$ cat src/inc/qbp_params.svh
// constants of the quasi-bidirectional port block: offsets, resets, timing
// assumes a 32-bit avalon slave with byte addresses, core clock 40 MHz
`ifndef QBP_PARAMS_SVH
`define QBP_PARAMS_SVH

// ==========================================================================
// register byte offsets
`define QBP_A_PORT1_LATCH   5'h00
`define QBP_A_ADDR_HI_LATCH 5'h04
`define QBP_A_PORT3_LATCH   5'h08
`define QBP_A_PORT1_PINS    5'h0C
`define QBP_A_PORT3_PINS    5'h10
`define QBP_A_IRQ_STATUS    5'h14
`define QBP_A_IRQ_CLEAR     5'h18
`define QBP_A_IRQ_ENABLE    5'h1C

// ==========================================================================
// reset values
`define QBP_LATCH_RST       8'hFF
`define QBP_IRQ_RST         4'h0

// ==========================================================================
// timing: strong transition driver on time, rounded up to whole cycles
`define QBP_CLK_NS          25
`define QBP_STRONG_NS       50
`define QBP_STRONG_CYC      ((`QBP_STRONG_NS + `QBP_CLK_NS - 1) / `QBP_CLK_NS)

`endif

$ cat src/inc/qbp_pkg.sv
// types shared by the quasi-bidirectional port block
// assumes nothing beyond a systemverilog compiler
package qbp_pkg;

    // ======================================================================
    // state of one quasi-bidirectional pin cell
    typedef struct packed {
        logic       prev;       // effective drive level one cycle ago
        logic [1:0] cnt;        // remaining strong-high cycles
    } qbp_pin_st_t;

    // ======================================================================
    // state of one edge detector
    typedef struct packed {
        logic prev;             // pin level one cycle ago
        logic pulse;            // detected edge, one cycle
    } qbp_edge_st_t;

    // ======================================================================
    // state of the port block top
    typedef struct packed {
        logic [7:0]  port1;     // first port latch
        logic [7:0]  addr_hi;   // address-high latch (indirect moves)
        logic [7:0]  port3;     // third port latch
        logic [7:0]  p1_pins;   // sampled first port pins
        logic [7:0]  p3_pins;   // sampled third port pins
        logic [7:0]  upper;     // upper address byte on the pins
        logic [3:0]  ist;       // sticky interrupt status
        logic [3:0]  ien;       // interrupt enable
        logic        irq;       // interrupt output
        logic        ack;       // bus answer cycle
        logic [31:0] rdata;     // bus read data
        logic        wr_seen;   // any port one or three latch write since reset
    } qbp_top_st_t;

endpackage

$ cat src/qbp_top.sv
// quasi-bidirectional ports one and three, address-high port, edge irqs
// assumes synchronous pin inputs, weak pullups on the board wires,
// and an avalon-mm master on the register side
//
// Behaviour
// third port resets high via weak pullup
// latch high pin is input, reads pin
// writing 0 holds strong pulldown until 1
// 0-to-1 write pulses strong high driver
// afterwards weak pullup high, usable as input
// address port drives address bits 15..8
// address latch value reaches pins only in indirect moves
// indirect external moves use latch as upper
// pin bit i carries address bit 8+i
// irq3 and irq5 detect falling edges
// irq4 detects rising edges
// port3 bits 0-3: rx, tx, irq0, irq1
// bit4 timer0 in, bit5 timer1/clock out
// bits 6,7 carry write and read strobes
// first port resets high, quasi-bidirectional too
// irq2 detects rising edges
// latch or alternate low drives pin low
//
// Register access over Avalon-MM and the register offsets were decided locally.
`timescale 1ns/1ps
`include "qbp_params.svh"

module qbp_top (
    // clock and reset
    input  wire logic        core_clk,
    input  wire logic        arst_n,
    // avalon-mm slave
    input  wire logic [4:0]  avs_address,
    input  wire logic        avs_read,
    input  wire logic        avs_write,
    input  wire logic [31:0] avs_writedata,
    input  wire logic [3:0]  avs_byteenable,
    output logic      [31:0] avs_readdata,
    output logic             avs_waitrequest,
    // interrupt
    output logic             irq,
    // first port pins
    input  wire logic [7:0]  p1_pin_in,
    output logic      [7:0]  p1_pin_out,
    output logic      [7:0]  p1_pin_oe,
    // third port pins
    input  wire logic [7:0]  p3_pin_in,
    output logic      [7:0]  p3_pin_out,
    output logic      [7:0]  p3_pin_oe,
    // address-high port pins, output only
    output logic      [7:0]  upper_address_byte,
    // memory interface side
    input  wire logic        ext_mem_access,
    input  wire logic [7:0]  mem_addr_hi,
    input  wire logic        external_data_move_instr,
    input  wire logic        wr_strobe_n,
    input  wire logic        rd_strobe_n,
    // alternate outputs from peripherals, high when idle
    input  wire logic        serial0_tx_out,
    input  wire logic        clk_out_en,
    input  wire logic        clk_out_val,
    // alternate inputs to peripherals
    output logic             serial0_rx_in,
    output logic             ext_irq0_in,
    output logic             ext_irq1_in,
    output logic             timer0_ext_in,
    output logic             timer1_in_or_clk_out,
    // edge pulses towards the interrupt controller
    output logic             ext_irq2_rise,
    output logic             ext_irq3_fall,
    output logic             ext_irq4_rise,
    output logic             ext_irq5_fall
);

    // ======================================================================
    // declarations
    qbp_pkg::qbp_top_st_t st_q;      // registered state
    qbp_pkg::qbp_top_st_t st_d;      // next state
    logic                 req;       // bus request present
    logic                 wr_go;     // write takes effect this edge
    logic [3:0]           edge_evt;  // edge pulses, irq2 in bit 0
    logic [7:0]           p3_alt;    // alternate outputs on port three
    logic [7:0]           p1_alt;    // first port has no alternates here

    assign req   = avs_read || avs_write;
    assign wr_go = st_q.ack && avs_write && avs_byteenable[0];

    // ======================================================================
    // alternate output functions on port three
    // bit1 serial tx, bit5 clock out, bit6 write strobe, bit7 read strobe
    assign p3_alt = {rd_strobe_n,
                     wr_strobe_n,
                     !clk_out_en || clk_out_val,
                     3'b111,
                     serial0_tx_out,
                     1'b1};
    assign p1_alt = 8'hFF;

    // ======================================================================
    // pin cells, one per quasi-bidirectional bit
    genvar gi;
    generate
        for (gi = 0; gi < 8; gi++) begin : g_pins
            // first port bit
            qbp_pin u_p1 (
                .core_clk (core_clk),
                .arst_n   (arst_n),
                .latch    (st_q.port1[gi]),
                .alt      (p1_alt[gi]),
                .pin_out  (p1_pin_out[gi]),
                .pin_oe   (p1_pin_oe[gi])
            );
            // third port bit
            qbp_pin u_p3 (
                .core_clk (core_clk),
                .arst_n   (arst_n),
                .latch    (st_q.port3[gi]),
                .alt      (p3_alt[gi]),
                .pin_out  (p3_pin_out[gi]),
                .pin_oe   (p3_pin_oe[gi])
            );
        end
    endgenerate

    // ======================================================================
    // edge detectors on first port bits 4 to 7
    qbp_edge #(.RISE(1'b1)) u_irq2 (
        .core_clk (core_clk),
        .arst_n   (arst_n),
        .sig_in   (st_q.p1_pins[4]),
        .pulse    (edge_evt[0])
    );

    qbp_edge #(.RISE(1'b0)) u_irq3 (
        .core_clk (core_clk),
        .arst_n   (arst_n),
        .sig_in   (st_q.p1_pins[5]),
        .pulse    (edge_evt[1])
    );

    qbp_edge #(.RISE(1'b1)) u_irq4 (
        .core_clk (core_clk),
        .arst_n   (arst_n),
        .sig_in   (st_q.p1_pins[6]),
        .pulse    (edge_evt[2])
    );

    qbp_edge #(.RISE(1'b0)) u_irq5 (
        .core_clk (core_clk),
        .arst_n   (arst_n),
        .sig_in   (st_q.p1_pins[7]),
        .pulse    (edge_evt[3])
    );

    // ======================================================================
    // next state of the whole block
    always_comb begin
        st_d = st_q;

        // sample the real pin levels, never the latches
        st_d.p1_pins = p1_pin_in;
        st_d.p3_pins = p3_pin_in;

        // address pins follow the memory cycle only
        if (ext_mem_access) begin
            if (external_data_move_instr) begin
                st_d.upper = st_q.addr_hi;
            end else begin
                st_d.upper = mem_addr_hi;
            end
        end

        // bus: one wait cycle, answer in the next
        st_d.ack   = req && !st_q.ack;
        st_d.rdata = 32'h0000_0000;
        if (req && !st_q.ack && avs_read) begin
            unique case (avs_address)
                `QBP_A_PORT1_LATCH:   st_d.rdata = {24'h00_0000, st_q.port1};
                `QBP_A_ADDR_HI_LATCH: st_d.rdata = {24'h00_0000, st_q.addr_hi};
                `QBP_A_PORT3_LATCH:   st_d.rdata = {24'h00_0000, st_q.port3};
                `QBP_A_PORT1_PINS:    st_d.rdata = {24'h00_0000, st_q.p1_pins};
                `QBP_A_PORT3_PINS:    st_d.rdata = {24'h00_0000, st_q.p3_pins};
                `QBP_A_IRQ_STATUS:    st_d.rdata = {28'h000_0000, st_q.ist};
                `QBP_A_IRQ_ENABLE:    st_d.rdata = {28'h000_0000, st_q.ien};
                // clear register and holes read zero
                default:              st_d.rdata = 32'h0000_0000;
            endcase
        end

        // writes land on the edge where waitrequest is low
        if (wr_go) begin
            unique case (avs_address)
                `QBP_A_PORT1_LATCH: begin
                    st_d.port1   = avs_writedata[7:0];
                    st_d.wr_seen = 1'b1;
                end
                `QBP_A_ADDR_HI_LATCH: begin
                    st_d.addr_hi = avs_writedata[7:0];
                end
                `QBP_A_PORT3_LATCH: begin
                    st_d.port3   = avs_writedata[7:0];
                    st_d.wr_seen = 1'b1;
                end
                `QBP_A_IRQ_ENABLE: begin
                    st_d.ien = avs_writedata[3:0];
                end
                // read-only, clear and unmapped writes change nothing here
                default: begin
                end
            endcase
        end

        // sticky status: a new edge wins over a clear in the same cycle
        st_d.ist = st_q.ist;
        if (wr_go && avs_address == `QBP_A_IRQ_CLEAR) begin
            st_d.ist = st_q.ist & ~avs_writedata[3:0];
        end
        st_d.ist = st_d.ist | edge_evt;

        // level interrupt while an enabled status bit is set
        st_d.irq = |(st_d.ist & st_d.ien);
    end

    // ======================================================================
    // state register; latches reset high so every port one and three pin floats on the pullup
    always_ff @(posedge core_clk or negedge arst_n) begin
        if (!arst_n) begin
            st_q         <= '0;
            st_q.port1   <= `QBP_LATCH_RST;
            st_q.port3   <= `QBP_LATCH_RST;
            st_q.addr_hi <= `QBP_LATCH_RST;
            st_q.p1_pins <= `QBP_LATCH_RST;
            st_q.p3_pins <= `QBP_LATCH_RST;
            st_q.ist     <= `QBP_IRQ_RST;
            st_q.ien     <= `QBP_IRQ_RST;
        end else begin
            st_q <= st_d;
        end
    end

    // ======================================================================
    // outputs
    assign avs_waitrequest    = req && !st_q.ack;
    assign avs_readdata       = st_q.rdata;
    assign irq                = st_q.irq;
    assign upper_address_byte = st_q.upper;   // bit i is address 8+i

    // alternate inputs taken from the sampled pins
    assign serial0_rx_in        = st_q.p3_pins[0];
    assign ext_irq0_in          = st_q.p3_pins[2];
    assign ext_irq1_in          = st_q.p3_pins[3];
    assign timer0_ext_in        = st_q.p3_pins[4];
    assign timer1_in_or_clk_out = st_q.p3_pins[5];

    // edge pulses towards the interrupt controller
    assign ext_irq2_rise = edge_evt[0];
    assign ext_irq3_fall = edge_evt[1];
    assign ext_irq4_rise = edge_evt[2];
    assign ext_irq5_fall = edge_evt[3];

    // ======================================================================
    // checks
    property p_reset_high;
        @(posedge core_clk) disable iff (!arst_n)
            !st_q.wr_seen |-> (p3_pin_oe & ~p3_pin_out & ~p3_alt) == 8'h00
                              && st_q.port3 == 8'hFF && st_q.port1 == 8'hFF;
    endproperty
    a_reset_high: assert property (p_reset_high) else $error("port not high after reset");

    property p_pin_read;
        @(posedge core_clk) disable iff (!arst_n)
            1'b1 |=> st_q.p1_pins == $past(p1_pin_in) && st_q.p3_pins == $past(p3_pin_in);
    endproperty
    a_pin_read: assert property (p_pin_read) else $error("pin level not sampled");

    property p_addr_out;
        @(posedge core_clk) disable iff (!arst_n)
            ext_mem_access && !external_data_move_instr |=> upper_address_byte == $past(mem_addr_hi);
    endproperty
    a_addr_out: assert property (p_addr_out) else $error("address byte not driven");

    property p_addr_hold;
        @(posedge core_clk) disable iff (!arst_n)
            !ext_mem_access |=> $stable(upper_address_byte);
    endproperty
    a_addr_hold: assert property (p_addr_hold) else $error("address pins moved idle");

    property p_ind;
        @(posedge core_clk) disable iff (!arst_n)
            ext_mem_access && external_data_move_instr |=> upper_address_byte == $past(st_q.addr_hi);
    endproperty
    a_ind: assert property (p_ind) else $error("indirect move upper byte wrong");

    property p_strobe;
        @(posedge core_clk) disable iff (!arst_n)
            !wr_strobe_n || !rd_strobe_n |-> p3_pin_oe[7:6] != 2'b00
                && (p3_pin_out[7:6] & {~rd_strobe_n, ~wr_strobe_n}) == 2'b00;
    endproperty
    a_strobe: assert property (p_strobe) else $error("strobe not on pin");

    property p_rx;
        @(posedge core_clk) disable iff (!arst_n) ##1 serial0_rx_in == $past(p3_pin_in[0]);
    endproperty
    a_rx: assert property (p_rx) else $error("receive input not routed");

    property p_irq3;
        @(posedge core_clk) disable iff (!arst_n)
            $fell(p1_pin_in[5]) |-> ##3 st_q.ist[1];
    endproperty
    a_irq3: assert property (p_irq3) else $error("falling edge not latched");

    c_ind:  cover property (@(posedge core_clk) disable iff (!arst_n)
                            ext_mem_access && external_data_move_instr);
    c_irq:  cover property (@(posedge core_clk) disable iff (!arst_n) $rose(irq));
    c_wr:   cover property (@(posedge core_clk) disable iff (!arst_n) wr_go);

endmodule

$ cat src/qbp_pin.sv
// one quasi-bidirectional pin: strong pulldown, weak pullup, strong edge
// assumes the wire carries a weak pullup outside; oe low means released
`timescale 1ns/1ps
`include "qbp_params.svh"

module qbp_pin (
    // clock and reset
    input  wire logic core_clk,
    input  wire logic arst_n,
    // drive requests
    input  wire logic latch,     // port latch bit
    input  wire logic alt,       // alternate output, high when idle
    // pin
    output logic      pin_out,   // level driven
    output logic      pin_oe     // high while driving strongly
);

    qbp_pkg::qbp_pin_st_t st_q;  // registered state
    qbp_pkg::qbp_pin_st_t st_d;  // next state
    logic                 eff;   // wanted level

    // either source pulls the pin low
    assign eff = latch & alt;

    // ======================================================================
    // next state: arm the strong driver on a low-to-high transition
    always_comb begin
        st_d      = st_q;
        st_d.prev = eff;
        if (eff && !st_q.prev) begin
            st_d.cnt = 2'(`QBP_STRONG_CYC - 1);
        end else if (!eff) begin
            st_d.cnt = 2'd0;
        end else if (st_q.cnt != 2'd0) begin
            st_d.cnt = st_q.cnt - 2'd1;
        end
    end

    // pulldown while low, strong high only during the transition window
    assign pin_out = eff;
    assign pin_oe  = !eff || (st_q.cnt != 2'd0) || !st_q.prev;

    // ======================================================================
    // state register
    always_ff @(posedge core_clk or negedge arst_n) begin
        if (!arst_n) begin
            st_q <= '{prev: 1'b1, cnt: 2'd0};
        end else begin
            st_q <= st_d;
        end
    end

    // ======================================================================
    // checks
    property p_pulldown;
        @(posedge core_clk) disable iff (!arst_n) !latch |-> pin_oe && !pin_out;
    endproperty
    a_pulldown: assert property (p_pulldown) else $error("latch low not driven low");

    property p_strong;
        @(posedge core_clk) disable iff (!arst_n)
            $rose(eff) ##1 eff |-> $past(pin_oe && pin_out) && pin_oe && pin_out;
    endproperty
    a_strong: assert property (p_strong) else $error("strong high too short");

    property p_weak;
        @(posedge core_clk) disable iff (!arst_n) $rose(eff) ##1 eff[*2] |-> !pin_oe;
    endproperty
    a_weak: assert property (p_weak) else $error("strong high not released");

    property p_alt_low;
        @(posedge core_clk) disable iff (!arst_n) !alt |-> pin_oe && !pin_out;
    endproperty
    a_alt_low: assert property (p_alt_low) else $error("alternate low not driven");

    c_strong: cover property (@(posedge core_clk) disable iff (!arst_n) $rose(eff));

endmodule

$ cat src/qbp_edge.sv
// edge detector giving a one-cycle pulse on the chosen edge
// assumes the input is synchronous to core_clk
`timescale 1ns/1ps

module qbp_edge #(
    parameter bit RISE = 1'b1    // 1: rising edge, 0: falling edge
) (
    // clock and reset
    input  wire logic core_clk,
    input  wire logic arst_n,
    // level in, pulse out
    input  wire logic sig_in,
    output logic      pulse
);

    qbp_pkg::qbp_edge_st_t st_q;  // registered state
    qbp_pkg::qbp_edge_st_t st_d;  // next state

    // ======================================================================
    // compare with the previous level
    always_comb begin
        st_d       = st_q;
        st_d.prev  = sig_in;
        st_d.pulse = RISE ? (sig_in && !st_q.prev) : (!sig_in && st_q.prev);
    end

    assign pulse = st_q.pulse;

    // ======================================================================
    // state register; idle level high so reset makes no edge
    always_ff @(posedge core_clk or negedge arst_n) begin
        if (!arst_n) begin
            st_q <= '{prev: 1'b1, pulse: 1'b0};
        end else begin
            st_q <= st_d;
        end
    end

    // ======================================================================
    // checks
    property p_edge;
        @(posedge core_clk) disable iff (!arst_n)
            (RISE ? $rose(sig_in) : $fell(sig_in)) |=> pulse;
    endproperty
    a_edge: assert property (p_edge) else $error("edge missed");

endmodule

$ cat config.mk
export PLATFORM = sky130hd
export DESIGN_NAME = qbp_top
export DESIGN_NICKNAME = d
export VERILOG_FILES = /design/src/inc/qbp_pkg.sv /design/src/qbp_top.sv /design/src/qbp_pin.sv /design/src/qbp_edge.sv
export VERILOG_INCLUDE_DIRS = /design/src /design/src/inc
export SDC_FILE = /design/constraint.sdc
export NUM_CORES = 1
export LEC_CHECK = 0
export BUFFER_PORTS_ARGS = -buffer_cell sky130_fd_sc_hd__buf_4
export CORE_MARGIN = 2
export CORE_UTILIZATION = 35
export CTS_CLUSTER_DIAMETER = 150
export DETAILED_ROUTE_END_ITERATION = 10
export GPL_ROUTABILITY_DRIVEN = 0
export HOLD_SLACK_MARGIN = 0.03
export PLACE_DENSITY = 0.66
export SYNTH_ARGS = -nofsm -noshare
export SYNTH_HDL_FRONTEND = slang
export SYNTH_SLANG_ARGS = --single-unit
$ cat constraint.sdc
create_clock -name core_clk -period 1.9 [get_ports core_clk]
set_input_delay 0.095 -clock core_clk [delete_from_list [all_inputs] [get_ports core_clk]]
set_output_delay 0.095 -clock core_clk [all_outputs]
set_load 0.01 [all_outputs]
==> results.tsv, run 1 <==
stage	metric	value	unit
global_route	grt_first_pass_wirelength	21090	um
finish	n_antenna_cell	0	
die	ios	159	
synth	synth_edf_count	0	
power_and_ir_drop	p_per_area	908.5	nW/um^2
detailed_routing	routed_via_density	4.677	
clock_network	cts_buffer_depth	2	
global_route	grt_use_met3	4.100	%
finish	fill_cells	1464	
timing	skew	14.79	ps
synth	netlist_instances	495	
synth	synth_area_leaders	dfstp_2 27%, dfrtp_1 27%, buf_4 9.6%	
worst_hold_path	hp-class	primary input to register	
worst_setup_path	end_kind	output pin	
run	drv_cap	0	
detailed_routing	drtIter0Drc	202	
worst_hold_path	hp-start	avs_address[1]	
global_route	grt.busiest_layer	met2	
clock_network	cts_buffers	17	
placement	dpl_cell_area	6415	um^2
timing	rsz0062_at_grt	no	
synth	netlist.top_cell.by_area	dfstp_2	
placement	dp_hpwl	9170	um
synth	ys_seq_elements	122	
placement	io_buffers	107	
clock_network	cts_tree	yes	
finish	final_cell_area	7396	um^2
die	die_x	132.9	um
detailed_routing	antenna_left	0	
detailed_routing	wirelength	13020	um
power_and_ir_drop	power.leakage	3.316	nW
worst_setup_path	worstSetupPathType	primary input to output pin	
die	core	16410	um^2
timing	finalHoldViolCount	0	
timing	fin_ws	157.7	ps
power_and_ir_drop	finalPower	6.719	mW
clock_network	cts_setup_buffers	0	
synth	syn_area	5816	um^2
finish	area_growth	27.17	%
timing	tns	0	ps
global_route	grt_pass1_vias	4127	
timing	slew_violations	0	
worst_setup_path	r2r_end	irq	
clock_network	cts_sinks	122	
worst_setup_path	worst-r2r-setup-slack	190	ps
synth	yosys_warnings	0	
timing	setup_viol	0	
synth	postSynthAreaPerCell	11.75	um^2
clock_network	h-tree-depth	4	
global_route	grt-ovfl-total	0	
global_route	grt_max_degree	72	
timing	fin_crit	1742	ps
die	dieArea	17660	um^2
global_route	track_usage	15.52	%
die	die_h	132.9	um
synth	synth_cell_types	41	
worst_setup_path	critPathArrivalTime	1650	ps
status	status	complete, no violations	
clock_network	cts_root_buffer	clkbuf_16	
timing	clock.fmax	573.9	MHz
placement	pre_cts_ws	233.3	ps
power_and_ir_drop	max-vdd-ir-drop	0.0006261	V
detailed_routing	wl_per_cell	15.52	um
synth	yosysSeqAreaShare	53.79	%
detailed_routing	vias	3924	
die	rows	47	
finish	drive_gt1_share	39.10	%
worst_hold_path	hold_depth	4	
global_route	use_met1	18.58	%
detailed_routing	first_pass_iters	5	
worst_setup_path	reg2reg_from	st_q[33]	
synth	synth_top_area_share	27.11	%
worst_hold_path	min_to	avs_readdata[1]	
worst_setup_path	ff2ff_path_depth	4	
detailed_routing	drc	0	
finish	instances_no_fill	839	
finish	fin_nets	698	
clock_network	path_clk_slew	50	ps
placement	dpl.cell_count	765	
worst_setup_path	startpoint_type	primary input	
synth	synthArstFlopShare	100.0	%
global_route	antenna_found_initial	0	
clock_network	insertion_delay	410	ps
die	initial_core_util	35.45	%
global_route	gr-usage-met2	25.88	%
worst_setup_path	worstPathRequired	1800	ps
timing	period_share	91.70	%
finish	multi_input_area	2029	um^2
finish	regArea	3128	um^2
worst_setup_path	cp_max_fo	2	
synth	synthFlopType	dfrtp_1	
[metal layers]
metal | routed length, um | part of all wire [%]
met1 | 5399 | 41
met2 | 6619 | 51
met3 | 570 | 4.4
met4 | 428 | 3.3
met5 | 0 | 0
[power by group]
group / internal [mW] / leakage (nW) / total, mW / switching [mW]
logic: 0.382 / 1.61 / 0.733 / 0.351
registers: 2.82 / 1.44 / 2.96 / 0.133
clock network: 1.87 / 0.263 / 3.03 / 1.16
[registers in the layout, indices dropped and copies added, names as in the netlist, 8 cells and up]
name / cells
avs_readdata: 8
g_pins.u_p1.st_q: 24
g_pins.u_p3.st_q: 24
st_q: 44
upper_address_byte: 8
[through the flow]
step	util (%)	hold slack [ps]
after floorplan	-	-200.6
after global placement	39.10	106.2
after detailed placement	39.10	119.4
after CTS	45.08	32.95
after global routing	45.08	58.19
final	45.08	58.17
[cell type report]
cell class	count	area share, %
well taps	220	3.722
repair buffers	153	17.29
clock buffers	22	6.276
multi-input cells	279	27.44
inverters	33	1.675
flip-flops and latches	122	42.29
clock inverters	10	1.303
[synth_stat cells (3+ instances only)]
cell / instances
buf_4: 74
dfrtp_1: 62
dfstp_2: 60
inv_1: 33
mux2_2: 31
nand2_1: 29
o21ai_0: 20
a21boi_0: 19
and3_1: 17
ha_1: 16
nand3_1: 16
nor2_1: 16
xor2_1: 16
a21oi_1: 14
mux2i_1: 10
nor2b_1: 8
a22o_1: 6
and2_1: 6
nand4_1: 5
a22oi_1: 4
buf_2: 4
mux4_2: 4
a41oi_1: 3
buf_6: 3
clkbuf_1: 3
[critical path, cell delays in order]
cell and delay (ps):
dlygate4sd3_1 550, buf_4 110, nor2_1 30, dlygate4sd3_1 550, nor2_1 150, buf_4 160
[kinds of logic after synthesis]
family                     after synthesis  share of synthesized area (%)
adders and majority gates               16                          3.442
and+or+nand+nor                        107                          10.20
DFF                                    122                          53.79
buffers and inverters                  117                          12.80
muxes                                   45                          9.273
other                                    1                        0.06448
xor gates and xnor gates                16                          2.410
AOI/OAI and AO/OA                       71                          8.025
[how the worst max path moves through the flow]
stage	start	to	slack (ps)	cells past startpoint
6_report	avs_read	avs_waitrequest	160	6
3_5_place_dp	st_q[33]	irq	230	4
3_3_place_gp	st_q[33]	irq	250	4
2_1_floorplan	st_q[33]	irq	420	4
5_1_grt	avs_read	avs_waitrequest	80	6
4_1_cts	st_q[72]	p3_pin_oe[5]	70	3
[cells in the final DEF, fill, tap and decap left out, types with 18 or more instances in the layout]
cell type      synthesis  routed
dlygate4sd3_1          0      42
dfrtp_1               62      62
o21ai_0               20      20
mux2_2                31      31
inv_1                 33      33
buf_4                 74     109
dfstp_2               60      60
conb_1                 1      24
nand2_1               29      29
a21boi_0              19      18
[repair_timing]
item,in CTS,in global routing
setup endpoints to repair,0,1
hold endpoints to repair,176,0
hold buffers,42,0
gates resized for setup,0,1
No activity file was read; power rests on OpenSTA's default activity.
==> inputs of run 2 (changes only) <==
==> constraint.sdc (replaced) <==
create_clock -name core_clk -period 2 [get_ports core_clk]
set_input_delay 0.1 -clock core_clk [delete_from_list [all_inputs] [get_ports core_clk]]
set_output_delay 0.1 -clock core_clk [all_outputs]
set_load 0.01 [all_outputs]
==> results.tsv, run 2 (synthesis results as in run 1) <==
stage	metric	value	unit	change
power_and_ir_drop	p_per_area	885.4	nW/um^2	-2.5%
worst_setup_path	worstPathRequired	2290	ps	+490 ps
clock_network	cts_buffer_depth	2		unchanged
worst_setup_path	worstSetupPathType	register to register		
global_route	antenna_found_initial	0		unchanged
run	drv_cap	0		unchanged
finish	area_growth	27.62	%	
detailed_routing	first_pass_iters	6		+1
finish	fill_cells	1457		-0.48%
worst_setup_path	crit_chain	and3_1, a41oi_1, a21boi_1, a2111o_1		
clock_network	cts_root_buffer	clkbuf_16		
finish	fin_nets	697		-0.14%
worst_hold_path	hold_depth	4		unchanged
worst_hold_path	hp-start	avs_address[0]		
worst_setup_path	startpoint_type	register		
clock_network	insertion_delay	410	ps	about the same
power_and_ir_drop	finalPower	6.572	mW	-2.2%
clock_network	h-tree-depth	4		unchanged
worst_setup_path	r2r_end	irq		
finish	n_antenna_cell	0		unchanged
clock_network	cts_tree	yes		
timing	finalHoldViolCount	0		unchanged
timing	worst_pin_slew	515.7	ps	
placement	dpl_cell_area	6402	um^2	-0.20%
worst_hold_path	hp-class	primary input to register		
detailed_routing	vias	3794		-3.3%
worst_setup_path	ff2ff_path_depth	4		unchanged
die	initial_core_util	35.45	%	unchanged
die	ios	159		unchanged
clock_network	cts_sinks	122		unchanged
timing	tns	0	ps	unchanged
finish	drive_gt1_share	39.64	%	+0.55 points
finish	final_common_cell	buf_4		
placement	dp_hpwl	9105	um	-0.70%
worst_hold_path	min_to	avs_readdata[1]		
global_route	track_usage	14.91	%	-0.60 points
detailed_routing	antenna_left	0		unchanged
finish	largest_register_ffs	44		unchanged
detailed_routing	wirelength	12680	um	-2.6%
power_and_ir_drop	p_sw_share	23.42	%	-1.0 points
worst_setup_path	end_kind	register		
global_route	grt_first_pass_wirelength	20220	um	-4.1%
worst_setup_path	worst-r2r-setup-slack	200	ps	about the same
die	die_h	132.9	um	unchanged
die	dieArea	17660	um^2	unchanged
power_and_ir_drop	pwr-share-clk	46.8	%	+1.7 points
placement	dpl.cell_count	765		unchanged
finish	instances_no_fill	838		-0.12%
die	core	16410	um^2	unchanged
power_and_ir_drop	power.leakage	3.326	nW	+0.29%
timing	skew	7.388	ps	-7.406 ps
finish	final_cell_area	7422	um^2	+0.36%
power_and_ir_drop	max-vdd-ir-drop	0.0005324	V	-15%
timing	fin_crit	1800	ps	
status	status	complete, no violations		
finish	largestRegisters	st_q: 44 flops, g_pins.u_p1.st_q: 24 flops, g_pins.u_p3.st_q: 24 flops		
power_and_ir_drop	combinationalPowerShare	10.5	%	-0.4 points
detailed_routing	routed_via_density	4.527		-3.2%
worst_setup_path	cp_slowest_stage_delay	470	ps	-80 ps
detailed_routing	drtIter0Drc	146		-28%
global_route	grt_max_degree	49		-32%
worst_setup_path	cp_slowest_cell	and3_1		
timing	setup_viol	0		unchanged
finish	layout_common_cells	110 x buf_4, 62 x dfrtp_1, 60 x dfstp_2		
power_and_ir_drop	intPower	5.033	mW	-0.84%
detailed_routing	drc	0		unchanged
finish	regMostFlops	st_q		
placement	io_buffers	107		unchanged
die	die_x	132.9	um	unchanged
timing	relSlewSlack	65.59	%	
clock_network	cts_buffers	17		unchanged
timing	rsz0062_at_grt	no		
timing	slew_violations	0		unchanged
clock_network	path_clk_slew	50	ps	about the same
timing	clock.fmax	555.6	MHz	
worst_setup_path	reg2reg_from	st_q[33]		
global_route	grt-ovfl-total	0		unchanged
global_route	grt_pass1_vias	4005		-3.0%
die	rows	47		unchanged
power_and_ir_drop	p_seq_share	42.7	%	-1.3 points
detailed_routing	wl_per_cell	15.13	um	-2.5%
timing	hold_slack	57.60	ps	-0.5729 ps
timing	period_share	89.99	%	
power_and_ir_drop	p_switching	1.539	mW	-6.4%
worst_setup_path	cp_max_fo	10		+8
worst_setup_path	critPathArrivalTime	2090	ps	+440 ps
## run 2: cell count changes in the layout (fill, tap and decap cells not counted)
| cell | delta |
|---|---|
| a21boi_0 | +1 |
| a21boi_1 | -1 |
| buf_12 | -1 |
| buf_4 | +1 |
| bufinv_16 | +1 |
| clkbuf_1 | -3 |
| clkbuf_8 | +3 |
| clkinv_4 | -2 |
| clkinvlp_4 | +2 |
| dlygate4sd3_1 | -1 |
| inv_6 | -1 |
## run 2: critical path, delay by kind of cell, from the launching register on
kind / cells / cell delay [ps]
AOI/OAI and AO/OA: 3 / 810
DFF: 1 / 390
and+or+nand+nor: 1 / 470
## run 2: power by group through the flow
stage	Clock [mW]	Sequential, mW	Combinational (mW)
global route	3.27	2.83	0.759
CTS	3.15	2.81	0.699
detailed placement	0	2.85	0.628
global placement	0	2.84	0.601
floorplan	0	2.80	0.427
finish	3.07	2.81	0.691
## run 2: how the worst max path moves through the flow
| stage | startpoint | slack, ps | endpoint |
|---|---|---|---|
| after floorplan | st_q[33] | 520 | irq |
| after global placement | st_q[33] | 260 | irq |
| after detailed placement | st_q[33] | 210 | irq |
| after CTS | st_q[33] | 200 | irq |
| after global routing | st_q[72] | 100 | p3_pin_oe[5] |
| final | st_q[33] | 200 | irq |
## run 2: what timing repair did
action	in CTS	in global routing
hold buffers	41	0
gates resized for setup	0	0
endpoints found under the hold margin	85	0
buffers inserted	0	0
## run 2: metrics by stage
stage | util [%] | setup slack [ps]
6_report | 45.24 | 200.3
4_1_cts | 45.24 | 197.1
3_5_place_dp | 39.02 | 212.7
2_1_floorplan | - | 518.6
5_1_grt | 45.24 | 100.0
3_3_place_gp | 39.02 | 257.1
## run 2: layer usage
metal,part of all wire (%),vias up,GRT usage (%)
li1,-,1809,-
met1,41,1855,17.29
met2,52,105,26.11
met3,3.8,25,3.716
met4,2.4,0,6.571
met5,0,-,0
## run 2: layout make-up
cell class	count	area [um^2]	share of cell area, %
multi-input cells	279	2029	27.34
flip-flops and latches	122	3128	42.14
clock inverters	10	115.1	1.551
inverters	33	123.9	1.669
well taps	220	275.3	3.709
repair buffers	152	1256	16.93
clock buffers	22	494.2	6.659
